File: src/dmx_pkg.sv
/*
 * Shared constants, carrier structs and enumerations for the data-move
 * executor: opcode patterns, quarter-phase indices, register offsets of
 * the Wishbone slave, status field positions.
 * Assumes a single 40 MHz core clock and 16-bit instruction words.
 */
package dmx_pkg;

    // core clock and instruction cycle shape
    localparam int          CLK_PERIOD_NS = 25;
    localparam int          PHASE_COUNT   = 4;
    localparam int          PH_Q1         = 0;
    localparam int          PH_Q2         = 1;
    localparam int          PH_Q3         = 2;
    localparam int          PH_Q4         = 3;

    // opcode patterns
    localparam logic [9:0]  PTR_W1_TOP    = 10'h3b8;  // 1110 1110 00
    localparam logic [7:0]  PTR_W2_TOP    = 8'hf0;    // 1111 0000
    localparam logic [5:0]  MOVE_TOP      = 6'h14;    // 0101 00
    localparam logic [3:0]  COPY_W1_TOP   = 4'hc;
    localparam logic [3:0]  COPY_W2_TOP   = 4'hf;
    localparam logic [11:0] BANK_TOP      = 12'h010;  // 0000 0001 0000

    // instruction field positions
    localparam int          F_DEST        = 9;
    localparam int          F_ACCESS      = 8;
    localparam int          F_PSEL_HI     = 5;
    localparam int          F_PSEL_LO     = 4;

    // addressing
    localparam int          PTR_COUNT     = 3;
    localparam int          PTR_INDEXED   = 2;
    localparam logic [1:0]  PTR_SEL_MAX   = 2'h2;
    localparam logic [7:0]  EXT_MAX_F     = 8'h5f;
    localparam logic [3:0]  ACC_HI_BANK   = 4'hf;
    localparam logic [3:0]  BANK_HI_ZERO  = 4'h0;

    // register map, byte offsets
    localparam logic [7:0]  REG_CTRL      = 8'h00;
    localparam logic [7:0]  REG_STATUS    = 8'h04;
    localparam logic [7:0]  REG_PTR0      = 8'h08;
    localparam logic [7:0]  REG_PTR1      = 8'h0c;
    localparam logic [7:0]  REG_PTR2      = 8'h10;
    localparam int          CTRL_EXT      = 0;
    localparam int          ST_BANK_LSB   = 8;
    localparam int          ST_ZERO       = 16;
    localparam int          ST_NEG        = 17;
    localparam logic        EXT_RESET     = 1'b0;

    typedef struct packed {
        logic        valid;
        logic [15:0] word;
    } dmx_fetch_t;

    typedef struct packed {
        logic        rd;
        logic        wr;
        logic [11:0] addr;
        logic [7:0]  wdata;
    } dmx_mem_req_t;

    typedef enum logic [1:0] {
        DMX_ST_FIRST,
        DMX_ST_PTR_LO,
        DMX_ST_COPY_DST
    } dmx_state_t;

    typedef enum logic [2:0] {
        DMX_OP_NOP,
        DMX_OP_PTR_HI,
        DMX_OP_PTR_LO,
        DMX_OP_MOVE,
        DMX_OP_COPY_SRC,
        DMX_OP_COPY_DST,
        DMX_OP_BANK
    } dmx_op_t;

endpackage

File: src/dmx_exec.sv
/*
 * Decode and execute of four data-move instructions: pointer literal
 * load, register move, memory-to-memory copy, bank literal load.
 * Assumes fetch and data memory sit on the same clock; memory answers a
 * read combinationally within the cycle that the read strobe stands.
 */
// Chosen here: the register addresses and the Wishbone slave port.
`timescale 1ns/1ps
module dmx_exec #(
    parameter logic [11:0] ACC_ADDR = 12'hfe8
) (
    input  wire logic                  mclk_i,
    input  wire logic                  srst_i,
    input  wire dmx_pkg::dmx_fetch_t   fetch_i,
    output logic                       fetch_ready_o,
    output dmx_pkg::dmx_mem_req_t      mem_req_o,
    input  wire logic [7:0]            mem_rdata_i,
    input  wire logic                  wb_cyc_i,
    input  wire logic                  wb_stb_i,
    input  wire logic                  wb_we_i,
    input  wire logic [7:0]            wb_adr_i,
    input  wire logic [3:0]            wb_sel_i,
    input  wire logic [31:0]           wb_dat_i,
    output logic [31:0]                wb_dat_o,
    output logic                       wb_ack_o
);
    import dmx_pkg::*;

    logic [PHASE_COUNT-1:0] q_en;
    dmx_state_t             state;
    dmx_op_t                op;
    dmx_op_t                next_op;
    logic [15:0]            ir;
    logic                   take;
    logic [7:0]             acc;
    logic [7:0]             bank_select_register;
    logic [3:0]             ptr_hi [PTR_COUNT];
    logic [7:0]             ptr_lo [PTR_COUNT];
    logic [11:0]            ptr_indexed;
    logic [1:0]             ptr_sel;
    logic [7:0]             move_byte;
    logic                   flag_neg;
    logic                   flag_zero;
    logic                   ext_en;
    logic [11:0]            move_addr;
    logic [11:0]            bank_addr;
    logic [11:0]            index_addr;
    logic [7:0]             f_field;

    dmx_qphase u_qphase (
        .mclk_i (mclk_i),
        .srst_i (srst_i),
        .q_en_o (q_en)
    );

    // fetch handshake: a word is taken only in Q1
    assign fetch_ready_o = q_en[PH_Q1];
    assign take          = q_en[PH_Q1] & fetch_i.valid;

    always_comb begin
        next_op = DMX_OP_NOP;
        if (take) begin
            case (state)
                DMX_ST_FIRST: begin
                    if (fetch_i.word[15:6] == PTR_W1_TOP) begin
                        next_op = DMX_OP_PTR_HI;
                    end else if (fetch_i.word[15:10] == MOVE_TOP) begin
                        next_op = DMX_OP_MOVE;
                    end else if (fetch_i.word[15:12] == COPY_W1_TOP) begin
                        next_op = DMX_OP_COPY_SRC;
                    end else if (fetch_i.word[15:4] == BANK_TOP) begin
                        next_op = DMX_OP_BANK;
                    end
                end
                DMX_ST_PTR_LO: begin
                    if (fetch_i.word[15:8] == PTR_W2_TOP) begin
                        next_op = DMX_OP_PTR_LO;
                    end
                end
                DMX_ST_COPY_DST: begin
                    if (fetch_i.word[15:12] == COPY_W2_TOP) begin
                        next_op = DMX_OP_COPY_DST;
                    end
                end
                default: next_op = DMX_OP_NOP;
            endcase
        end
    end

    // word sequencing; a missing word just stretches the cycle count
    always_ff @(posedge mclk_i) begin
        if (srst_i) begin
            state <= DMX_ST_FIRST;
        end else if (take) begin
            case (next_op)
                DMX_OP_PTR_HI:   state <= DMX_ST_PTR_LO;
                DMX_OP_COPY_SRC: state <= DMX_ST_COPY_DST;
                default:         state <= DMX_ST_FIRST;
            endcase
        end
    end

    always_ff @(posedge mclk_i) begin
        if (srst_i) begin
            op <= DMX_OP_NOP;
            ir <= 16'h0000;
        end else if (q_en[PH_Q1]) begin
            op <= next_op;
            ir <= take ? fetch_i.word : 16'h0000;
        end
    end

    // register-move address formation
    assign f_field     = fetch_i.word[7:0];
    assign ptr_indexed = {ptr_hi[PTR_INDEXED], ptr_lo[PTR_INDEXED]};
    assign bank_addr   = {bank_select_register[3:0], f_field};
    assign index_addr  = ptr_indexed + {4'h0, f_field};

    always_comb begin
        if (fetch_i.word[F_ACCESS]) begin
            move_addr = bank_addr;
        end else if (ext_en && f_field <= EXT_MAX_F) begin
            move_addr = index_addr;
        end else if (f_field <= EXT_MAX_F) begin
            move_addr = {BANK_HI_ZERO, f_field};
        end else begin
            move_addr = {ACC_HI_BANK, f_field};
        end
    end

    // data memory strobes: read shown in Q2, write shown in Q4
    always_ff @(posedge mclk_i) begin
        if (srst_i) begin
            mem_req_o <= '0;
        end else begin
            mem_req_o.rd <= 1'b0;
            mem_req_o.wr <= 1'b0;
            if (take && next_op == DMX_OP_MOVE) begin
                mem_req_o.rd   <= 1'b1;
                mem_req_o.addr <= move_addr;
            end else if (take && next_op == DMX_OP_COPY_SRC &&
                         fetch_i.word[11:0] != ACC_ADDR) begin
                mem_req_o.rd   <= 1'b1;
                mem_req_o.addr <= fetch_i.word[11:0];
            end
            if (q_en[PH_Q3] && op == DMX_OP_MOVE && ir[F_DEST]) begin
                mem_req_o.wr    <= 1'b1;
                mem_req_o.wdata <= move_byte;
            end else if (q_en[PH_Q3] && op == DMX_OP_COPY_DST &&
                         ir[11:0] != ACC_ADDR) begin
                mem_req_o.wr    <= 1'b1;
                mem_req_o.addr  <= ir[11:0];
                mem_req_o.wdata <= move_byte;
            end
        end
    end

    // source byte caught at the end of Q2; held over for the copy's 2nd word
    always_ff @(posedge mclk_i) begin
        if (srst_i) begin
            move_byte <= 8'h00;
        end else if (q_en[PH_Q2] && op == DMX_OP_MOVE) begin
            move_byte <= mem_rdata_i;
        end else if (q_en[PH_Q2] && op == DMX_OP_COPY_SRC) begin
            move_byte <= (ir[11:0] == ACC_ADDR) ? acc
                                                : mem_rdata_i;
        end
    end

    always_ff @(posedge mclk_i) begin
        if (srst_i) begin
            acc <= 8'h00;
        end else if (q_en[PH_Q4]) begin
            if (op == DMX_OP_MOVE && !ir[F_DEST]) begin
                acc <= move_byte;
            end else if (op == DMX_OP_COPY_DST && ir[11:0] == ACC_ADDR) begin
                acc <= move_byte;
            end
        end
    end

    // only the register move touches the flags
    always_ff @(posedge mclk_i) begin
        if (srst_i) begin
            flag_neg  <= 1'b0;
            flag_zero <= 1'b0;
        end else if (q_en[PH_Q4] && op == DMX_OP_MOVE) begin
            flag_neg  <= move_byte[7];
            flag_zero <= (move_byte == 8'h00);
        end
    end

    always_ff @(posedge mclk_i) begin
        if (srst_i) begin
            bank_select_register <= 8'h00;
        end else if (q_en[PH_Q4] && op == DMX_OP_BANK) begin
            bank_select_register <= {BANK_HI_ZERO, ir[3:0]};
        end
    end

    // select kept from the first word for the second
    always_ff @(posedge mclk_i) begin
        if (srst_i) begin
            ptr_sel <= 2'h0;
        end else if (q_en[PH_Q4] && op == DMX_OP_PTR_HI) begin
            ptr_sel <= ir[F_PSEL_HI:F_PSEL_LO];
        end
    end

    genvar p;
    generate
        for (p = 0; p < PTR_COUNT; p++) begin : g_ptr
            always_ff @(posedge mclk_i) begin
                if (srst_i) begin
                    ptr_hi[p] <= 4'h0;
                    ptr_lo[p] <= 8'h00;
                end else if (q_en[PH_Q4]) begin
                    if (op == DMX_OP_PTR_HI &&
                        ir[F_PSEL_HI:F_PSEL_LO] == 2'(p)) begin
                        ptr_hi[p] <= ir[3:0];
                    end
                    if (op == DMX_OP_PTR_LO && ptr_sel == 2'(p)) begin
                        ptr_lo[p] <= ir[7:0];
                    end
                end
            end
        end
    endgenerate

    // wishbone slave, one wait state, unmapped reads return zero
    always_ff @(posedge mclk_i) begin
        if (srst_i) begin
            wb_ack_o <= 1'b0;
        end else begin
            wb_ack_o <= wb_cyc_i & wb_stb_i & ~wb_ack_o;
        end
    end

    always_ff @(posedge mclk_i) begin
        if (srst_i) begin
            ext_en <= EXT_RESET;
        end else if (wb_cyc_i && wb_stb_i && !wb_ack_o && wb_we_i &&
                     wb_sel_i[0] && wb_adr_i == REG_CTRL) begin
            ext_en <= wb_dat_i[CTRL_EXT];
        end
    end

    always_ff @(posedge mclk_i) begin
        if (srst_i) begin
            wb_dat_o <= 32'h0000_0000;
        end else if (wb_cyc_i && wb_stb_i && !wb_ack_o) begin
            wb_dat_o <= 32'h0000_0000;
            case (wb_adr_i)
                REG_CTRL:   wb_dat_o[CTRL_EXT] <= ext_en;
                REG_STATUS: begin
                    wb_dat_o[7:0]                       <= acc;
                    wb_dat_o[ST_BANK_LSB+7:ST_BANK_LSB] <= bank_select_register;
                    wb_dat_o[ST_ZERO]                   <= flag_zero;
                    wb_dat_o[ST_NEG]                    <= flag_neg;
                end
                REG_PTR0:   wb_dat_o[11:0] <= {ptr_hi[0], ptr_lo[0]};
                REG_PTR1:   wb_dat_o[11:0] <= {ptr_hi[1], ptr_lo[1]};
                REG_PTR2:   wb_dat_o[11:0] <= ptr_indexed;
                default:    wb_dat_o <= 32'h0000_0000;
            endcase
        end
    end
endmodule

File: src/dmx_qphase.sv
/*
 * Quarter-phase divider: one-hot enables, one clock each, Q1..Q4.
 * Assumes synchronous active-high reset; Q1 is the first cycle after it.
 */
`timescale 1ns/1ps
module dmx_qphase (
    input  wire logic                         mclk_i,
    input  wire logic                         srst_i,
    output logic [dmx_pkg::PHASE_COUNT-1:0]   q_en_o
);
    import dmx_pkg::*;

    logic [1:0] cnt;

    always_ff @(posedge mclk_i) begin
        if (srst_i) begin
            cnt <= 2'h0;
        end else begin
            cnt <= cnt + 2'h1;
        end
    end

    genvar i;
    generate
        for (i = 0; i < PHASE_COUNT; i++) begin : g_ph
            assign q_en_o[i] = (cnt == 2'(i));
        end
    endgenerate

endmodule

File: config.mk
export PLATFORM = sky130hd
export DESIGN_NAME = dmx_exec
export DESIGN_NICKNAME = d
export VERILOG_FILES = /design/src/dmx_pkg.sv /design/src/dmx_exec.sv /design/src/dmx_qphase.sv
export SDC_FILE = /design/constraint.sdc
export NUM_CORES = 1
export LEC_CHECK = 0
export ABC_AREA = 1
export ABC_CLOCK_PERIOD_IN_PS = 2200
export BUFFER_PORTS_ARGS = -buffer_cell sky130_fd_sc_hd__buf_2
export CORE_MARGIN = 4
export CORE_UTILIZATION = 55
export CTS_CLUSTER_SIZE = 40
export DETAILED_ROUTE_END_ITERATION = 6
export GPL_TIMING_DRIVEN = 0
export MAX_ROUTING_LAYER = met4
export PLACE_DENSITY = 0.9
export SLEW_MARGIN = 20
export SYNTH_ARGS = -nofsm -noshare
export SYNTH_HDL_FRONTEND = slang
export SYNTH_SLANG_ARGS = --single-unit
File: constraint.sdc
create_clock -name mclk_i -period 2.2 [get_ports mclk_i]
set_input_delay 0.44 -clock mclk_i [delete_from_list [all_inputs] [get_ports mclk_i]]
set_output_delay 0.44 -clock mclk_i [all_outputs]
set_load 0.01 [all_outputs]
==> impl_metrics.env, run 1 <==
export IMPL_outcome="completed"
export IMPL_ant_nets=0
export IMPL_slowest_stage="edfxtp_1"
export IMPL_timing_final_hold_violations=0
export IMPL_ys_types=48
export IMPL_numPortBuffers=75
export IMPL_num_rows=38
export IMPL_yosysSeqAreaShare=0.438
export IMPL_finalMaxSlewViolations=0
export IMPL_dpl_instance_area_um2=6790
export IMPL_synth_xor_area_frac=0.00710
export IMPL_critPathMostFrequentCell="nand2_1"
export IMPL_worstMarginPinSlew_ns=0.780
export IMPL_use_met2=0.455
export IMPL_crit_fanout=3
export IMPL_relSlewSlack=0.480
export IMPL_cp_top_family="simple AND/OR/NAND/NOR gates"
export IMPL_synthAdderAreaFrac=0.0276
export IMPL_hold_end="ext_en"
export IMPL_grtUsageMet1=0.360
export IMPL_power_total_mw=5.47
export IMPL_vias_per_cell=5.69
export IMPL_drive_above_1_share=0.193
export IMPL_cp_data_required_time_ns=2.61
export IMPL_hold_buffers=0
export IMPL_synthTopCellsByArea="dfxtp_1 (26%), edfxtp_1 (18%), nand2_1 (12%)"
export IMPL_antenna_cells=0
export IMPL_grt_pass1_wl_um=28300
export IMPL_layout_setup_ws_ns=0.0886
export IMPL_p_per_area_nw_per_um2=738
export IMPL_endpoint_kind="flop"
export IMPL_holdCritStartpoint="wb_dat_i[0]"
export IMPL_setup_viol=0
export IMPL_slowest_delay_ns=0.43
export IMPL_ios=130
export IMPL_ys_warn_count=0
export IMPL_synthesis_area_um2=6170
export IMPL_r2r_end="mem_req_o[18]"
export IMPL_die_area_um2=13000
export IMPL_grt_pass1_vias=5628
export IMPL_whs_path_depth=3
export IMPL_synth_seq_cells=117
export IMPL_rr_startpoint="ptr_lo[2][0]"
export IMPL_wl_per_cell_um=16.3
export IMPL_root_buffer="clkbuf_8"
export IMPL_initial_core_util=0.567
export IMPL_grt_use_total=0.284
export IMPL_synth_top_area_share=0.263
export IMPL_synth_top_family_by_area="simple AND/OR/NAND/NOR gates"
export IMPL_clk_pin_slew_ns=0.06
export IMPL_coreArea_um2=10900
export IMPL_synth_edf_count=36
export IMPL_r2r_setup_slack_ns=0.09
export IMPL_grtUsageMet3=0.0552
export IMPL_hold_class="in2reg"
export IMPL_drt_total_wl_um=17700
export IMPL_crit_chain="ha_4 -> inv_1 -> fa_2 -> o21ai_2 -> nand2_1 -> nand2_1 -> nand2_1 -> nand2_1 -> nand2_1 -> nand3_1 -> nand2_1 -> a21oi_2 -> a21oi_1"
export IMPL_first_pass_iters=7
export IMPL_synth_simple_area_share=0.274
export IMPL_drcViolationCount=0
export IMPL_fp_dieH_um=114
export IMPL_cts_tree="yes"
export IMPL_grt_overflow_total=0
export IMPL_cp_start_kind="flop"
export IMPL_worstSkewPairLatency_ns=0.53
export IMPL_cap_violations=0
export IMPL_cts_buffers_inserted=17
export IMPL_gp_congestion=0.966
export IMPL_timing_final_crit_share=0.960
export IMPL_rr_worst_depth=13
export IMPL_muxShareOfSynthArea=0.00324
export IMPL_criticalPathCategory="reg2reg"
export IMPL_instances_no_fill=1087
export IMPL_async_reset_ff_frac=0
export IMPL_period_minus_slack_ns=2.11
export IMPL_synth_compound_area_frac=0.148
export IMPL_fmax_ghz=0.474
export IMPL_drtIter0Drc=696
export IMPL_syn_area_per_cell_um2=7.52
export IMPL_stdcell_area_um2=7410
export IMPL_clockBufferDepth=2
export IMPL_vias=6183
export IMPL_grt_max_degree=17
export IMPL_area_growth_pct=20.0
export IMPL_die_w_um=114
export IMPL_clock_skew_final_ns=0.00611
export IMPL_power_leakage_nw=3.23
export IMPL_arrival_ns=2.52
export IMPL_layout_nets=1021
export IMPL_grt_busiest_layer="met2"
export IMPL_synth_cells=821
export IMPL_ir_worst_vdd_mv=0.523
export IMPL_startpoint="ptr_lo[2][0]"
export IMPL_dp_slack_ns=-0.438
export IMPL_synth_largest_area_cell="dfxtp_1"
export IMPL_antenna_found_initial=0
export IMPL_clock_sinks=117
export IMPL_dp_cells=1053
export IMPL_cts_htree_levels=4
export IMPL_final_fill_count=838
export IMPL_cp_num_buf_inv=1
export IMPL_synth_flop_cell="dfxtp_1"
export IMPL_postLayoutCoreUtil=0.680
export IMPL_yosysMostFrequentCell="nand2_1"
export IMPL_synth_commonest_cells="nand2_1 (191), nor2_1 (88), inv_1 (84)"
export IMPL_hpwl_um=12600
-- worst max-delay path by stage --
stage | to | slack, ns | cells after the start
floorplan | mem_req_o[18] | 0.16 | 13
CTS | mem_req_o[18] | 0.03 | 13
global placement | mem_req_o[18] | -0.41 | 14
detailed placement | mem_req_o[18] | -0.44 | 14
global route | mem_req_o[4] | -0.001 | 10
finish | mem_req_o[18] | 0.09 | 13
-- area by class of cell --
cell class / instances / area [um2] / share of cell area
plain buffers: 42 / 262 / 0.0353
clock buffers: 17 / 414 / 0.0559
clock inverters: 15 / 169 / 0.0228
inverters: 95 / 363 / 0.0490
multi-input cells: 584 / 2930 / 0.396
flip-flops and latches: 117 / 2700 / 0.365
well taps: 140 / 175 / 0.0236
repair buffers: 77 / 390 / 0.0527
-- kinds of logic (layout without fill, tap and decap cells) --
group / Yosys count / count (layout)
fa+ha+maj: 13 / 13
simple gates: 381 / 381
mux: 2 / 2
other cells: 1 / 18
xor+xnor: 5 / 5
buf+inv: 137 / 246
compound gates: 165 / 165
flops: 117 / 117
-- per-stage QoR --
stage | hold WS [ns] | TNS [ns]
6_report | 0.150 | 0
4_1_cts | 0.148 | 0
2_1_floorplan | 0.433 | 0
3_5_place_dp | 0.454 | -1.10
3_3_place_gp | 0.448 | -1.05
5_1_grt | 0.170 | -0.00137
-- worst min-delay path, cell delays in order --
cell    delay (ns)
buf_2         0.08
nor3_1        0.04
nor2_1        0.09
-- where the power goes --
group          switching, mW  internal, mW
Combinational          0.294         0.147
Sequential            0.0371          2.27
Clock                   1.09          1.64
-- per-layer routing --
| metal | share of wire | wire length, um |
|---|---|---|
| met1 | 0.38 | 6830 |
| met2 | 0.47 | 8370 |
| met3 | 0.11 | 1870 |
| met4 | 0.038 | 673 |
| met5 | 0 | 0 |
-- cell usage in the layout, fill, tap and decap left out, drive strengths merged --
| master | n |
|---|---|
| o21ai | 69 |
| o21bai | 1 |
| nand4 | 11 |
| nand2 | 199 |
| inv | 98 |
| bufinv | 2 |
| a21o | 2 |
| buf | 105 |
| conb | 18 |
| ha | 12 |
| dfxtp | 81 |
| a41oi | 1 |
| nand3b | 3 |
| mux2i | 2 |
| a211oi | 2 |
| edfxtp | 36 |
| a21oi | 77 |
| fa | 1 |
| clkbuf | 31 |
| nor4 | 9 |
| xnor2 | 1 |
| a31oi | 1 |
| nor3 | 9 |
| a22oi | 1 |
| nand3 | 51 |
| nor2 | 95 |
| xor2 | 4 |
| a21boi | 1 |
| o2111ai | 10 |
| or2 | 4 |
| clkinv | 10 |
-- flip-flops by register name, indices dropped and copies added (netlist names) --
name	flops
move_byte	8
u_qphase.cnt	2
state	2
flag_neg	1
mem_req_o	22
ptr_hi	12
op	3
acc	8
wb_dat_o	14
ptr_sel	2
bank_select_register	4
ir	12
ptr_lo	24
ext_en	1
flag_zero	1
wb_ack_o	1
-- timing repair --
| item | 4_1_cts | 5_1_grt |
|---|---|---|
| setup endpoints to repair | 3 | 15 |
| gates cloned | 0 | 0 |
| pin swaps | 1 | 1 |
| setup buffers | 2 | 0 |
| hold endpoints to repair | 0 | 0 |
| gates resized for setup | 3 | 6 |
Note: power is estimated with default switching activity, not from simulation.
==> run 2: changes to the inputs <==
--- a/config.mk
+++ b/config.mk
@@ -9,12 +9,13 @@
 export ABC_CLOCK_PERIOD_IN_PS = 2200
 export BUFFER_PORTS_ARGS = -buffer_cell sky130_fd_sc_hd__buf_2
 export CORE_MARGIN = 4
-export CORE_UTILIZATION = 55
+export CORE_UTILIZATION = 56
+export CTS_BUF_LIST = sky130_fd_sc_hd__clkbuf_8
 export CTS_CLUSTER_SIZE = 40
 export DETAILED_ROUTE_END_ITERATION = 6
 export GPL_TIMING_DRIVEN = 0
 export MAX_ROUTING_LAYER = met4
-export PLACE_DENSITY = 0.9
+export PLACE_DENSITY = 0.92
 export SLEW_MARGIN = 20
 export SYNTH_ARGS = -nofsm -noshare
 export SYNTH_HDL_FRONTEND = slang
==> impl_metrics.env, run 2 (synthesis gave the netlist of run 1 again) <==
export IMPL_outcome="finished, violations left"
export IMPL_violations="DRC"
export IMPL_final_fill_count=850
export IMPL_fmax_ghz=0.464
export IMPL_grt_pass1_wl_um=28100
export IMPL_crit_fanout=3
export IMPL_cts_tree="yes"
export IMPL_wl_per_cell_um=16.2
export IMPL_numPortBuffers=75
export IMPL_clockBufferDepth=2
export IMPL_layout_commonest_cell="nand2_1"
export IMPL_slowest_delay_ns=0.40
export IMPL_layout_setup_ws_ns=0.0461
export IMPL_internal_power_mw=3.65
export IMPL_cp_data_required_time_ns=2.52
export IMPL_initial_core_util=0.572
export IMPL_finalMaxSlewViolations=0
export IMPL_top_regs="ptr_lo (24), mem_req_o (22), wb_dat_o (14)"
export IMPL_regMostFlops="ptr_lo"
export IMPL_drt_total_wl_um=17500
export IMPL_period_minus_slack_ns=2.15
export IMPL_slowest_stage="edfxtp_1"
export IMPL_cts_htree_levels=4
export IMPL_pwr_share_comb=0.088
export IMPL_cap_violations=0
export IMPL_ios=130
export IMPL_drtIter0Drc=777
export IMPL_drive_above_1_share=0.189
export IMPL_mostFrequentLayoutCells="nand2_1 (191), nor2_1 (88), inv_1 (84)"
export IMPL_crit_chain="ha_2 -> inv_1 -> fa_1 -> o21ai_2 -> nand2_1 -> nand2_1 -> nand2_1 -> nand2_1 -> nand2_1 -> nand3_1 -> nand2_1 -> a21oi_2 -> a21oi_1"
export IMPL_drcViolationCount=18
export IMPL_grt_max_degree=17
export IMPL_cts_buffers_inserted=17
export IMPL_grt_pass1_vias=5677
export IMPL_fp_dieH_um=113
export IMPL_cp_start_kind="flop"
export IMPL_worstSkewPairLatency_ns=0.45
export IMPL_criticalPathCategory="reg2reg"
export IMPL_layout_nets=1020
export IMPL_hold_ws_ns=0.237
export IMPL_dpl_instance_area_um2=6790
export IMPL_hold_class="in2reg"
export IMPL_ir_worst_vdd_mv=0.530
export IMPL_coreArea_um2=10800
export IMPL_endpoint_kind="flop"
export IMPL_power_total_mw=4.93
export IMPL_seqPwrFrac=0.467
export IMPL_grt_overflow_total=0
export IMPL_stdcell_area_um2=7250
export IMPL_clock_sinks=117
export IMPL_root_buffer="clkbuf_8"
export IMPL_switching_share=0.259
export IMPL_clockPowerShare=0.445
export IMPL_instances_no_fill=1086
export IMPL_die_area_um2=12800
export IMPL_grt_use_total=0.283
export IMPL_vias=6173
export IMPL_relSlewSlack=0.486
export IMPL_antenna_found_initial=0
export IMPL_gp_congestion=0.949
export IMPL_p_per_area_nw_per_um2=680
export IMPL_timing_final_crit_share=0.979
export IMPL_rsz0062_at_grt="true"
export IMPL_dp_slack_ns=-0.401
export IMPL_num_rows=38
export IMPL_dp_cells=1053
export IMPL_hpwl_um=12700
export IMPL_power_leakage_nw=3.15
export IMPL_clk_pin_slew_ns=0.08
export IMPL_setup_viol=0
export IMPL_area_growth_pct=17.4
export IMPL_antenna_cells=0
export IMPL_largest_register_ffs=24
export IMPL_first_pass_iters=7
export IMPL_ant_nets=0
export IMPL_worstMarginPinSlew_ns=0.771
export IMPL_vias_per_cell=5.68
export IMPL_timing_final_hold_violations=0
export IMPL_hold_buffers=0
export IMPL_clock_skew_final_ns=0.0148
export IMPL_p_switching_mw=1.28
export IMPL_critPathMostFrequentCell="nand2_1"
export IMPL_die_w_um=113
export IMPL_arrival_ns=2.48
export IMPL_r2r_setup_slack_ns=0.05
[run 2: cell types whose count changed in the layout (fill, tap and decap cells not counted), sizes merged]
cell,change
buf,-1
bufinv,+2
clkinv,+1
clkinvlp,+1
inv,-4
[run 2: power groups by stage]
stage | Combinational, mW | Sequential, mW | Clock [mW]
6_report | 0.436 | 2.30 | 2.19
5_1_grt | 0.481 | 2.30 | 2.28
4_1_cts | 0.423 | 2.30 | 2.18
3_5_place_dp | 0.415 | 2.35 | 0
3_3_place_gp | 0.410 | 2.35 | 0
2_1_floorplan | 0.274 | 2.34 | 0
[run 2: metal layers]
metal  GRT usage  wire, um
met5           -         0
met4       0.124       720
met3      0.0535      1660
met2       0.456      8290
met1       0.349      6870
[run 2: cell type report]
cell class | instances | area, um2 | share of cell area
timing repair buffer | 76 | 383 | 0.0528
inverter | 95 | 363 | 0.0501
clock inverter | 15 | 205 | 0.0283
buffer | 42 | 262 | 0.0361
multi-input combinational | 584 | 2920 | 0.403
sequential | 117 | 2700 | 0.373
clock buffer | 17 | 234 | 0.0323
tap | 140 | 175 | 0.0242
[run 2: worst paths after layout]
check                   to  cells past startpoint          from
min reg2reg    wb_dat_o[9]                      2   wb_dat_o[9]
min                 ext_en                      3   wb_dat_i[0]
max reg2reg  mem_req_o[18]                     13  ptr_lo[2][0]
max          mem_req_o[18]                     13  ptr_lo[2][0]
[run 2: stage by stage]
step                      utilization  TNS [ns]
after floorplan                     -         0
after CTS                       0.670         0
after global routing            0.671   -0.0939
after detailed placement        0.629    -0.877
final                           0.671         0
after global placement          0.629    -0.824
[run 2: timing repair]
action / 4_1_cts / 5_1_grt
setup buffers: 0 / 1
gates resized for setup: 4 / 3
setup endpoints to repair: 2 / 11
pin swaps: 0 / 1
[run 2: worst max-delay path: cells and delay by family (launching register included)]
kind / cells / cell delay (ns)
AOI/OAI and AO/OA: 3 / 0.42
adders and majority gates: 2 / 0.62
buffers and inverters: 1 / 0.05
DFF: 1 / 0.40
and+or+nand+nor: 7 / 0.54
